$ cat src/shared/prog_entry_cfg.svh
`ifndef PROG_ENTRY_CFG_SVH
`define PROG_ENTRY_CFG_SVH

// system clock period in ns (100 MHz)
`define CLK_PERIOD_NS        10
// window for initial communication settings after the resets end
`define INIT_WINDOW_MS       100
`define INIT_WINDOW_CYC      ((`INIT_WINDOW_MS * 1000000) / `CLK_PERIOD_NS)
// least low hold of the mode pin after the resets end, in ns
`define HOLD_LOW_NS          1000
`define HOLD_LOW_CYC         ((`HOLD_LOW_NS + `CLK_PERIOD_NS - 1) / `CLK_PERIOD_NS)
// bit times at 100 MHz for 115200, 250000, 500000 and 1000000 bps
`define BIT_CYC_115K         16'h0364
`define BIT_CYC_250K         16'h0190
`define BIT_CYC_500K         16'h00c8
`define BIT_CYC_1M           16'h0064
// baud code carried in the setting byte
`define BAUD_CODE_115K       2'h0
`define BAUD_CODE_250K       2'h1
`define BAUD_CODE_500K       2'h2
`define BAUD_CODE_1M         2'h3
// the setting byte is marked by this upper nibble
`define BAUD_SET_MARK        4'ha
// option byte flash operation mode encodings
`define FOM_LV               2'h0
`define FOM_LS               2'h1
`define FOM_HS               2'h3
`define FOM_BLANK            2'h2

`endif

$ cat src/shared/prog_entry_pkg.sv
package prog_entry_pkg;

    // overall entry sequence
    typedef enum logic [2:0] {
        ST_NORMAL,
        ST_HOLD_LOW,
        ST_WAIT_HIGH,
        ST_WAIT_BAUD,
        ST_READY,
        ST_TIMEOUT
    } entry_state_e;

    // receiver state
    typedef enum logic [1:0] {
        RX_IDLE,
        RX_START,
        RX_DATA,
        RX_STOP
    } rx_state_e;

endpackage : prog_entry_pkg

$ cat src/logic/flash_program_mode_entry.sv
`timescale 1ns/100ps
`include "prog_entry_cfg.svh"

// Functional notes
// [RULE1] mode pin low at release enters programming
// [RULE2] host drives pin low before reset ends
// [RULE3] host holds pin low minimum interval
// [RULE4] entry completes after baud rate setting
// [RULE5] host finishes settings within 100 ms
// [RULE6] programmer communication enters mode automatically
// [RULE7] option byte selects full speed or wide
// [RULE8] blank option byte uses supply range
// [RULE9] both modes allow write, erase, verify
// [RULE10] one-wire or two-wire UART, four rates
// [RULE11] host evaluates slew and baud error
// [RULE12] host tx to rx, port drives pin
// [RULE13] pin sampled only at reset release
module flash_program_mode_entry #(
    parameter int unsigned INIT_WINDOW_CYC = `INIT_WINDOW_CYC,
    parameter int unsigned HOLD_LOW_CYC    = `HOLD_LOW_CYC
) (
    input  wire logic       sys_clk_i,
    input  wire logic       resetn_i,
    input  wire logic       internal_resets_done_i,
    input  wire logic       mode_serial_pin_i,
    output logic            mode_serial_pin_o,
    output logic            mode_serial_pin_oe_o,
    input  wire logic       prog_uart_rx_pin_i,
    output logic            prog_uart_tx_pin_o,
    input  wire logic       two_wire_sel_i,
    input  wire logic [1:0] flash_op_mode_i,
    input  wire logic       supply_low_range_i,
    input  wire logic       tx_start_i,
    input  wire logic [7:0] tx_data_i,
    output logic            tx_busy_o,
    output logic            prog_mode_o,
    output logic            entry_done_o,
    output logic            entry_timeout_o,
    output logic            full_speed_o,
    output logic            write_erase_verify_en_o,
    output logic [1:0]      baud_code_o,
    output logic            rx_valid_o,
    output logic [7:0]      rx_data_o
);

    if (HOLD_LOW_CYC < 1 || INIT_WINDOW_CYC <= HOLD_LOW_CYC) begin : g_chk
        $error("timing parameters out of range");
    end

    // ------------------------------------------------------------
    // mode capture at reset release
    // ------------------------------------------------------------
    logic                          rel_seen_q;
    logic                          prog_q;
    logic                          full_speed_q;
    prog_entry_pkg::entry_state_e  st_q;
    logic [31:0]                   cnt_q;
    logic [1:0]                    baud_q;
    logic                          ser_rx;
    logic                          rx_valid_q;
    logic [7:0]                    rx_data_q;

    function automatic logic [15:0] bit_cyc(input logic [1:0] code);
        case (code)
            `BAUD_CODE_115K: bit_cyc = `BIT_CYC_115K;
            `BAUD_CODE_250K: bit_cyc = `BIT_CYC_250K;
            `BAUD_CODE_500K: bit_cyc = `BIT_CYC_500K;
            default:         bit_cyc = `BIT_CYC_1M;
        endcase
    endfunction : bit_cyc

    // sampled once, first edge after release; later pin moves ignored
    // [RULE1] [RULE13] single sample
    always_ff @(posedge sys_clk_i or negedge resetn_i) begin
        if (!resetn_i) begin
            rel_seen_q <= 1'b0;
            prog_q     <= 1'b0;
        end else if (!rel_seen_q) begin
            rel_seen_q <= 1'b1;
            prog_q     <= ~mode_serial_pin_i;
        end
    end

    // option byte mapping, latched with the mode
    // [RULE7] [RULE8] mode select
    always_ff @(posedge sys_clk_i or negedge resetn_i) begin
        if (!resetn_i) begin
            full_speed_q <= 1'b0;
        end else if (!rel_seen_q) begin
            case (flash_op_mode_i)
                `FOM_HS:    full_speed_q <= 1'b1;
                `FOM_BLANK: full_speed_q <= ~supply_low_range_i;
                default:    full_speed_q <= 1'b0;
            endcase
        end
    end

    // ------------------------------------------------------------
    // entry sequence
    // ------------------------------------------------------------
    // hold counts only once internal resets are also over; host owns
    // the low hold and the 100 ms budget, we only flag a miss
    // [RULE3] [RULE4] [RULE5] [RULE6] entry handshake
    always_ff @(posedge sys_clk_i or negedge resetn_i) begin
        if (!resetn_i) begin
            st_q   <= prog_entry_pkg::ST_NORMAL;
            cnt_q  <= 32'h0000_0000;
            baud_q <= `BAUD_CODE_115K;
        end else begin
            if (st_q != prog_entry_pkg::ST_NORMAL && internal_resets_done_i
                && cnt_q < INIT_WINDOW_CYC)
                cnt_q <= cnt_q + 32'h0000_0001;
            case (st_q)
                prog_entry_pkg::ST_NORMAL: begin
                    if (!rel_seen_q && !mode_serial_pin_i)
                        st_q <= prog_entry_pkg::ST_HOLD_LOW;
                end
                prog_entry_pkg::ST_HOLD_LOW: begin
                    if (cnt_q >= HOLD_LOW_CYC)
                        st_q <= prog_entry_pkg::ST_WAIT_HIGH;
                end
                prog_entry_pkg::ST_WAIT_HIGH: begin
                    if (mode_serial_pin_i)
                        st_q <= prog_entry_pkg::ST_WAIT_BAUD;
                    else if (cnt_q >= INIT_WINDOW_CYC)
                        st_q <= prog_entry_pkg::ST_TIMEOUT;
                end
                prog_entry_pkg::ST_WAIT_BAUD: begin
                    if (rx_valid_q &&
                        rx_data_q[7:4] == `BAUD_SET_MARK) begin
                        baud_q <= rx_data_q[1:0];
                        st_q   <= prog_entry_pkg::ST_READY;
                    end else if (cnt_q >= INIT_WINDOW_CYC)
                        st_q <= prog_entry_pkg::ST_TIMEOUT;
                end
                prog_entry_pkg::ST_READY:   st_q <= st_q;
                prog_entry_pkg::ST_TIMEOUT: st_q <= st_q;
                default: st_q <= prog_entry_pkg::ST_NORMAL;
            endcase
        end
    end

    // ------------------------------------------------------------
    // uart receiver, 8N1
    // ------------------------------------------------------------
    // [RULE10] [RULE12] line select
    assign ser_rx = two_wire_sel_i ? prog_uart_rx_pin_i : mode_serial_pin_i;

    prog_entry_pkg::rx_state_e rx_st_q;
    logic [15:0]               rx_cnt_q;
    logic [2:0]                rx_bit_q;
    logic [7:0]                rx_sh_q;
    logic                      rx_en;
    logic [15:0]               bit_len;

    // bit time at the current rate, shared by receiver and halving
    assign bit_len = bit_cyc(baud_q);

    // receiver listens only once the pin went high in programming mode
    assign rx_en = prog_q && (st_q == prog_entry_pkg::ST_WAIT_BAUD ||
                              st_q == prog_entry_pkg::ST_READY);

    // [RULE10] receive at selected rate
    always_ff @(posedge sys_clk_i or negedge resetn_i) begin
        if (!resetn_i) begin
            rx_st_q    <= prog_entry_pkg::RX_IDLE;
            rx_cnt_q   <= 16'h0000;
            rx_bit_q   <= 3'h0;
            rx_sh_q    <= 8'h00;
            rx_valid_q <= 1'b0;
            rx_data_q  <= 8'h00;
        end else begin
            rx_valid_q <= 1'b0;
            case (rx_st_q)
                prog_entry_pkg::RX_IDLE: begin
                    if (rx_en && !ser_rx) begin
                        rx_cnt_q <= {1'b0, bit_len[15:1]};
                        rx_st_q  <= prog_entry_pkg::RX_START;
                    end
                end
                prog_entry_pkg::RX_START: begin
                    if (rx_cnt_q == 16'h0000) begin
                        // reload one short: the zero cycle is part of the bit
                        rx_cnt_q <= bit_len - 16'h0001;
                        rx_bit_q <= 3'h0;
                        rx_st_q  <= ser_rx ? prog_entry_pkg::RX_IDLE
                                           : prog_entry_pkg::RX_DATA;
                    end else
                        rx_cnt_q <= rx_cnt_q - 16'h0001;
                end
                prog_entry_pkg::RX_DATA: begin
                    if (rx_cnt_q == 16'h0000) begin
                        rx_sh_q  <= {ser_rx, rx_sh_q[7:1]};
                        rx_cnt_q <= bit_len - 16'h0001;
                        rx_bit_q <= rx_bit_q + 3'h1;
                        if (rx_bit_q == 3'h7)
                            rx_st_q <= prog_entry_pkg::RX_STOP;
                    end else
                        rx_cnt_q <= rx_cnt_q - 16'h0001;
                end
                prog_entry_pkg::RX_STOP: begin
                    if (rx_cnt_q == 16'h0000) begin
                        rx_valid_q <= ser_rx;  // framing error drops byte
                        rx_data_q  <= rx_sh_q;
                        rx_st_q    <= prog_entry_pkg::RX_IDLE;
                    end else
                        rx_cnt_q <= rx_cnt_q - 16'h0001;
                end
                default: rx_st_q <= prog_entry_pkg::RX_IDLE;
            endcase
        end
    end

    // ------------------------------------------------------------
    // uart transmitter, 8N1, after entry only
    // ------------------------------------------------------------
    logic [9:0]  tx_sh_q;
    logic [3:0]  tx_left_q;
    logic [15:0] tx_cnt_q;

    // [RULE10] transmit at selected rate
    always_ff @(posedge sys_clk_i or negedge resetn_i) begin
        if (!resetn_i) begin
            tx_sh_q   <= 10'h3ff;
            tx_left_q <= 4'h0;
            tx_cnt_q  <= 16'h0000;
        end else if (tx_left_q == 4'h0) begin
            if (tx_start_i && st_q == prog_entry_pkg::ST_READY) begin
                tx_sh_q   <= {1'b1, tx_data_i, 1'b0};
                tx_left_q <= 4'ha;
                tx_cnt_q  <= bit_cyc(baud_q);
            end
        end else if (tx_cnt_q == 16'h0001) begin
            tx_sh_q   <= {1'b1, tx_sh_q[9:1]};
            tx_left_q <= tx_left_q - 4'h1;
            tx_cnt_q  <= bit_cyc(baud_q);
        end else
            tx_cnt_q <= tx_cnt_q - 16'h0001;
    end

    // single wire: drive low only, pull-up gives the high level
    // [RULE10] [RULE12] pin drive
    assign mode_serial_pin_o    = 1'b0;
    assign mode_serial_pin_oe_o = !two_wire_sel_i && !tx_sh_q[0];
    assign prog_uart_tx_pin_o   = two_wire_sel_i ? tx_sh_q[0] : 1'b1;
    assign tx_busy_o            = tx_left_q != 4'h0;

    // [RULE9] no restriction per mode
    assign write_erase_verify_en_o = st_q == prog_entry_pkg::ST_READY;
    assign prog_mode_o     = prog_q;
    assign entry_done_o    = st_q == prog_entry_pkg::ST_READY;
    assign entry_timeout_o = st_q == prog_entry_pkg::ST_TIMEOUT;
    assign full_speed_o    = full_speed_q;
    assign baud_code_o     = baud_q;
    assign rx_valid_o      = rx_valid_q;
    assign rx_data_o       = rx_data_q;

    // ------------------------------------------------------------
    // assertions
    // ------------------------------------------------------------
    property p_mode_latch;
        @(posedge sys_clk_i) disable iff (!resetn_i)
        !rel_seen_q |=> prog_q == !$past(mode_serial_pin_i);
    endproperty
    a_mode_latch: assert property (p_mode_latch) // [RULE1]
        else $error("mode not taken from pin at release");

    property p_mode_stable;
        @(posedge sys_clk_i) disable iff (!resetn_i)
        rel_seen_q |=> $stable(prog_q) && $stable(full_speed_q);
    endproperty
    a_mode_stable: assert property (p_mode_stable) // [RULE13]
        else $error("mode changed after release");

    property p_hs_full;
        @(posedge sys_clk_i) disable iff (!resetn_i)
        !rel_seen_q && flash_op_mode_i == `FOM_HS |=> full_speed_q;
    endproperty
    a_hs_full: assert property (p_hs_full) // [RULE7]
        else $error("hs setting did not pick full speed");

    property p_blank_low;
        @(posedge sys_clk_i) disable iff (!resetn_i)
        !rel_seen_q && flash_op_mode_i == `FOM_BLANK && supply_low_range_i
        |=> !full_speed_q;
    endproperty
    a_blank_low: assert property (p_blank_low) // [RULE8]
        else $error("blank low supply not wide voltage");

    property p_done_needs_baud;
        @(posedge sys_clk_i) disable iff (!resetn_i)
        $rose(entry_done_o) |-> $past(rx_valid_q) && prog_q;
    endproperty
    a_done_needs_baud: assert property (p_done_needs_baud) // [RULE4]
        else $error("entry done without baud byte");

    property p_no_done_normal;
        @(posedge sys_clk_i) disable iff (!resetn_i)
        rel_seen_q && !prog_q |-> st_q == prog_entry_pkg::ST_NORMAL;
    endproperty
    a_no_done_normal: assert property (p_no_done_normal) // [RULE6]
        else $error("entry sequence ran in normal mode");

    property p_tx_idle_high;
        @(posedge sys_clk_i) disable iff (!resetn_i)
        !tx_busy_o |-> prog_uart_tx_pin_o && !mode_serial_pin_oe_o;
    endproperty
    a_tx_idle_high: assert property (p_tx_idle_high) // [RULE10]
        else $error("line not idle while transmitter idle");

    property p_wev;
        @(posedge sys_clk_i) disable iff (!resetn_i)
        entry_done_o |-> write_erase_verify_en_o;
    endproperty
    a_wev: assert property (p_wev) // [RULE9]
        else $error("operations blocked after entry");

    c_prog: cover property (@(posedge sys_clk_i) $rose(entry_done_o));
    c_tmo:  cover property (@(posedge sys_clk_i) $rose(entry_timeout_o));
    c_full: cover property (@(posedge sys_clk_i)
                            entry_done_o && full_speed_o);

endmodule : flash_program_mode_entry

$ cat config.mk
export PLATFORM = sky130hd
export DESIGN_NAME = flash_program_mode_entry
export DESIGN_NICKNAME = d
export VERILOG_FILES = /design/src/shared/prog_entry_pkg.sv /design/src/logic/flash_program_mode_entry.sv
export VERILOG_INCLUDE_DIRS = /design/src /design/src/shared
export SDC_FILE = /design/constraint.sdc
export NUM_CORES = 1
export LEC_CHECK = 0
export ABC_AREA = 1
export BUFFER_PORTS_ARGS = -buffer_cell sky130_fd_sc_hd__buf_2
export CAP_MARGIN = 10
export CORE_MARGIN = 5
export CORE_UTILIZATION = 40
export CTS_CLUSTER_SIZE = 28
export DETAILED_ROUTE_END_ITERATION = 12
export PLACE_DENSITY = 0.54
export SYNTH_ARGS = -nofsm -noshare
export SYNTH_HDL_FRONTEND = slang
export SYNTH_SLANG_ARGS = --single-unit
$ cat constraint.sdc
create_clock -name sys_clk_i -period 2.1 [get_ports sys_clk_i]
set_input_delay 0.21 -clock sys_clk_i [delete_from_list [all_inputs] [get_ports sys_clk_i]]
set_output_delay 0.21 -clock sys_clk_i [all_outputs]
set_load 0.03 [all_outputs]
Yosys cells after proc, flatten, opt, wreduce, memory -nomap -nowiden. Cells that the tools add are included.

Bits in latches: 0. Output and inout port bits: 20. Memories: 0. Memory bits (writable): 0. Register bits: 108. Input port bits: 18. Bits in read-only memories: 0.

Multiplexer cells: 35. Order comparisons: 3. Bitwise gates (word level): 3. Add/sub/neg operators: 6. Div/mod/pow operators: 0. Reductions and logical operators: 33. Shifts and indexed selects: 0. Equality and inequality tests: 24. Multiply operators: 0.

Operator list (number): two-way mux 16 bit (6); case mux 16 bit (3 select lines) (1); subtractor 16 x 1 -> 16 bit (second input constant) (3); adder 32 x 1 -> 32 bit (second input constant) (1); greater-or-equal comparator 32 x 24 -> 1 bit (second input constant) (1); greater-or-equal comparator 32 x 7 -> 1 bit (second input constant) (1); less-than comparator 32 x 24 -> 1 bit (second input constant) (1); two-way mux 10 bit (3); case mux 10 bit (3 select lines) (1); two-way mux 3 bit (7); equality test 16 x 1 -> 1 bit (second input constant) (1); zero test 16 bit (1); inequality test 2 bit (second input constant) (8); case mux 3 bit (5 select lines) (1); two-way mux 2 bit (6); two-way mux 4 bit (3); equality test 2 bit (second input constant) (5); AND reduction 2 bit (5); equality test 3 bit (second input constant) (3); logical AND 1 bit (8); case mux 2 bit (4 select lines) (1); equality test 3 x 2 -> 1 bit (second input constant) (2); case mux 3 bit (2 select lines) (1); AND reduction 3 bit (2); 19 further kinds (32).

Depth between registers and ports, before layout.
Word-level depth: 6. Mapped depth: 12.

Worst setup path after synthesis. OpenSTA, ideal clock, no wires.

Kind: register to register. Start point: reg baud_q[0], in the netlist baud_code_o[0]. End point: reg rx_cnt_q[8]. Buffers on the path: 0. Data arrival time: 1.631 ns. Path slack: 0.393 ns. Data required time: 2.024 ns. Cell stages (with the launch flop): 10. Path through: dfrtp_1 > inv_1 > ha_1 > inv_1 > nand4_1 > nand2_1 > nand2_1 > a31oi_1 > nand2_1 > o21ai_1.

Cells in the longest elaborated chain, start to end: 5.

RTL lines: start: declaration (RTL line flash_program_mode_entry.sv:58) `logic [1:0] baud_q;`; start signal: assignment (RTL line flash_program_mode_entry.sv:108) `` baud_q <= `BAUD_CODE_115K; ``; start signal: assignment (RTL line flash_program_mode_entry.sv:131) `baud_q <= rx_data_q[1:0];`; equality test 2 bit (tied with other cells) (RTL line flash_program_mode_entry.sv:64) `case (code)`; case mux 10 bit (3 select lines) * (RTL line flash_program_mode_entry.sv:64); subtractor 16 x 1 -> 16 bit (RTL line flash_program_mode_entry.sv:184, flash_program_mode_entry.sv:194); two-way mux 16 bit (RTL line flash_program_mode_entry.sv:182, flash_program_mode_entry.sv:192); case mux 16 bit (3 select lines) * (RTL line flash_program_mode_entry.sv:174) `case (rx_st_q)`; end signal: assignment (RTL line flash_program_mode_entry.sv:177) `rx_cnt_q <= {1'b0, bit_len[15:1]};`; end signal: assignment (RTL line flash_program_mode_entry.sv:184) `rx_cnt_q <= bit_len - 16'h0001;`; end signal: assignment (RTL line flash_program_mode_entry.sv:194) `rx_cnt_q <= bit_len - 16'h0001;`; end: declaration (RTL line flash_program_mode_entry.sv:150) `logic [15:0] rx_cnt_q;`.

Mark *: on every way between the ends. The rest lies on a longest branch, timed or not. The select of a mux whose other input is x is not followed. A chain may end at the register's enable or synchronous reset.

Worst setup path after layout.
Start point: reg rx_cnt_q[0]. End point: reg rx_cnt_q[1].

Cells in the longest elaborated chain, start to end: 3.

RTL lines: start signal: assignment (RTL line flash_program_mode_entry.sv:177); start signal: assignment (RTL line flash_program_mode_entry.sv:184); start signal: assignment (RTL line flash_program_mode_entry.sv:189) `rx_cnt_q <= rx_cnt_q - 16'h0001;`; subtractor 16 x 1 -> 16 bit or zero test 16 bit (tied branches); two-way mux 16 bit (tied with other cells) (RTL line flash_program_mode_entry.sv:202) `if (rx_cnt_q == 16'h0000) begin`; case mux 16 bit (3 select lines) or AND reduction 2 bit (tied branches).

Several ways; a longest one is shown, not always the timed one. The select of a mux whose other input is x is not followed.

==> summary.md <==
| Metric | Value |
|---|---|
| Status | `finished, final reports clean` |
| Synth top area share | `37.2%` |
| CP dominant cell by count | `nand2_4` |
| Register share of total power | `40.9%` |
| # IOs | `38` |
| Area Growth Syn to Fin | `11.3%` |
| Ys async rst share | `100%` |
| Worst path cell trace | `inv_1 -> ha_1 -> nand2_2 -> nor2_4 -> nand2_4 -> clkinv_4 -> nand2_8 -> nand2_4 -> inv_2 -> nand2_1 -> o211ai_2` |
| RSZ-0062 raised after global routing | `no` |
| Register area share after synthesis | `40.8%` |
| Core area | `16400 um^2` |
| Placed insts | `1101` |
| Initial antenna violation count | `0` |
| Top FF cell, synth | `dfrtp_1` |
| TritonCTS Buffers | `9` |
| Stages on worst setup path | `11` |
| Vias per inst | `4.75` |
| Total GRT Usage | `16.0%` |
| Cell family with most CP delay | `simple AND/OR/NAND/NOR gates` |
| CTS tree | `done` |
| Post-detailed-route count of antenna-violating nets | `0` |
| Int Power | `3.67 mW` |
| Iter 0 DRT Violations | `362` |
| Synth area leader | `dfrtp_1` |
| Drt first pass iters | `5` |
| First-pass GRT wire length | `25500 um` |
| P_sw | `2.03 mW` |
| Layout Utilization | `44.8%` |
| Req. time, crit path | `2.33 ns` |
| Clock buffer depth | `2` |
| Die X | `138 um` |
| Post-Syn Area per Cell | `7.72 um^2` |
| Cts repair resizes | `0` |
| Unique masters post-synth | `45` |
| Port Buffer Count | `36` |
| Max-slew violations | `0` |
| Clk_lat worst skew | `0.36 ns` |
| Delay of the slowest critical-path stage | `0.36 ns` |
| Ant. Diodes | `0` |
| Die H | `138 um` |
| Cells after synthesis | `855` |
| R2R depth | `11` |
| Max VDD drop | `0.426 mV` |
| Routed Wire Length | `15100 um` |
| Buffers inserted by post-CTS timing repair | `0` |
| # setup viols final | `0` |
| # clock sinks | `107` |
| Critical path arrival | `2.14 ns` |
| Synth Cell Area | `6600 um^2` |
| Most frequent cells after synthesis | `231 x nand2_1, 98 x dfrtp_1, 96 x inv_1` |
| Hold Crit Class | `in -> reg` |
| Static Leak | `3.57 nW` |
| Total of max-cap violations | `0` |
| GPL Wtd Cong | `0.832` |
| CP max-delay cell | `dfrtp_1` |
| DRC Markers | `0` |
| Sw Share | `35.6%` |
| Via Count | `5310` |
| Post-CTS Hold Fix Bufs | `1` |
| Top post-synthesis cells by area | `dfrtp_1 37%, nand2_1 13%, inv_1 5.5%` |
| Min cycle time layout | `1.91 ns` |
| Pwr Density | `776 nW/um^2` |
| Layout cell share with drive strength beyond 1 | `16.4%` |
| GRT overflow | `0` |
| Clock power share | `31.6%` |
| Synth Register Bits | `107` |
| Slew @ Worst Pin | `0.528 ns` |
| Hold depth | `3` |
| Worst-path clk slew | `0.07 ns` |
| Row count | `47` |
| Non-Filler Instances | `1118` |
| Post-synth EDFFs | `0` |
| Syn Nets | `893` |
| Critical Path Start Type | `flip-flop` |
| Clk root buf | `clkbuf_16` |
| Critical Path Sink Type | `flip-flop` |
| Vias in the first global route | `5138` |
| Worst Clk Skew | `0.0105 ns` |
| Count leader, synth | `nand2_1` |
| Routed wire per std cell | `13.5 um` |
| Setup TNS Final | `0 ns` |
| Slew headroom | `64.8%` |
| Fmax | `0.524 GHz` |
| Gate power share | `27.5%` |
| Die area | `19200 um^2` |
| H-tree depth | `3` |
| Yosys warns | `0` |
| Critical Path Fanout Max | `17` |
| Kind of critical path | `reg -> reg` |
| Final hold vios | `0` |
| Post-layout nets | `931` |
| Final period util | `90.8%` |
| Starting density of the core | `40.2%` |
| Detailed placement HPWL | `11400 um` |
| Largest net degree at the start of global routing | `37` |
| WP buf/inv | `3` |
layout by cell type (no fill, tap or decap), types with 4 or more instances in the layout:
master | netlist | final
a21oi_1 | 11 | 11
buf_2 | 4 | 35
buf_4 | 3 | 12
clkbuf_16 | 0 | 9
dfrtp_1 | 98 | 98
dfstp_2 | 9 | 9
ha_1 | 20 | 20
inv_1 | 96 | 96
inv_2 | 7 | 7
mux2i_1 | 6 | 6
nand2_1 | 231 | 231
nand2_2 | 11 | 11
nand2_4 | 4 | 4
nand3_1 | 56 | 56
nand3_2 | 7 | 7
nand4_1 | 8 | 8
nor2_1 | 82 | 82
nor2_4 | 10 | 10
nor3_1 | 25 | 25
o21ai_0 | 47 | 47
o21ai_1 | 19 | 19
o21ai_2 | 18 | 18
o22ai_1 | 7 | 7
xnor2_1 | 7 | 7
xor2_1 | 26 | 26
registers in the layout, summed over array words and instances (netlist names), named ones only:
register      flops
baud_code_o       2
cnt_q            32
full_speed_o      1
prog_mode_o       1
rel_seen_q        1
rx_bit_q          3
rx_cnt_q         16
rx_data_o         8
rx_sh_q           8
rx_st_q           1
rx_valid_o        1
st_q              3
tx_cnt_q         16
tx_left_q         4
tx_sh_q           9
logic make-up after synthesis:
group,synth area share (%)
simple gates,31.4
buf+inv,8.67
compound gates,9.77
flops,40.8
xor+xnor,4.38
fa+ha+maj,3.79
mux,1.08
other cells,0.114
tightest hold or removal path, stage by stage:
cell	delay, ns
buf_2	0.10
nor2_1	0.09
a21oi_1	0.04
stage by stage:
stage          power [mW]  area, um^2  hold WS [ns]  setup WS [ns]
3_5_place_dp         3.92        7030         0.231          0.214
2_1_floorplan        3.55        6600       -0.0856          0.393
6_report             5.70        7340        0.0920          0.193
3_3_place_gp         3.92        7030         0.236          0.226
5_1_grt              6.03        7340         0.109         0.0168
4_1_cts              5.74        7340        0.0817          0.204
power groups by stage:
stage	combinational, mW	sequential (mW)	clock (mW)
after detailed placement	1.55	2.37	0
final	1.57	2.33	1.80
after CTS	1.56	2.33	1.85
after floorplan	1.20	2.35	0
after global routing	1.75	2.35	1.93
after global placement	1.55	2.37	0
area by class of cell:
| type | count | area, um^2 |
|---|---|---|
| clock buffer | 10 | 229 |
| multi-input combinational | 619 | 3340 |
| clock inverter | 6 | 78.8 |
| fill | 1662 | 9060 |
| sequential | 107 | 2690 |
| inverter | 105 | 402 |
| tap | 220 | 275 |
| timing repair buffer | 51 | 335 |
final timing paths:
kind	from	to	slack, ns
max	rx_cnt_q[0]$_DFFE_PN0P_	rx_cnt_q[1]$_DFFE_PN0P_	0.19
min	tx_data_i[7]	tx_sh_q[8]$_DFFE_PN1P_	0.09
max reg2reg	rx_cnt_q[0]$_DFFE_PN0P_	rx_cnt_q[1]$_DFFE_PN0P_	0.19
min reg2reg	cnt_q[28]$_DFFE_PN0P_	cnt_q[28]$_DFFE_PN0P_	0.38
max in group asynchronous	resetn_i	tx_sh_q[1]$_DFFE_PN1P_	1.13
min in group asynchronous	resetn_i	tx_cnt_q[13]$_DFFE_PN0P_	0.38
layer usage:
layer / global-route usage (%) / vias up / share of wire, %
li1: - / 2799 / -
met2: 26.1 / 58 / 46
met4: 4.06 / 0 / 1.0
met3: 2.90 / 13 / 2.5
met5: 0 / - / 0
met1: 22.3 / 2440 / 50
No activity file was read; power rests on OpenSTA's default activity.
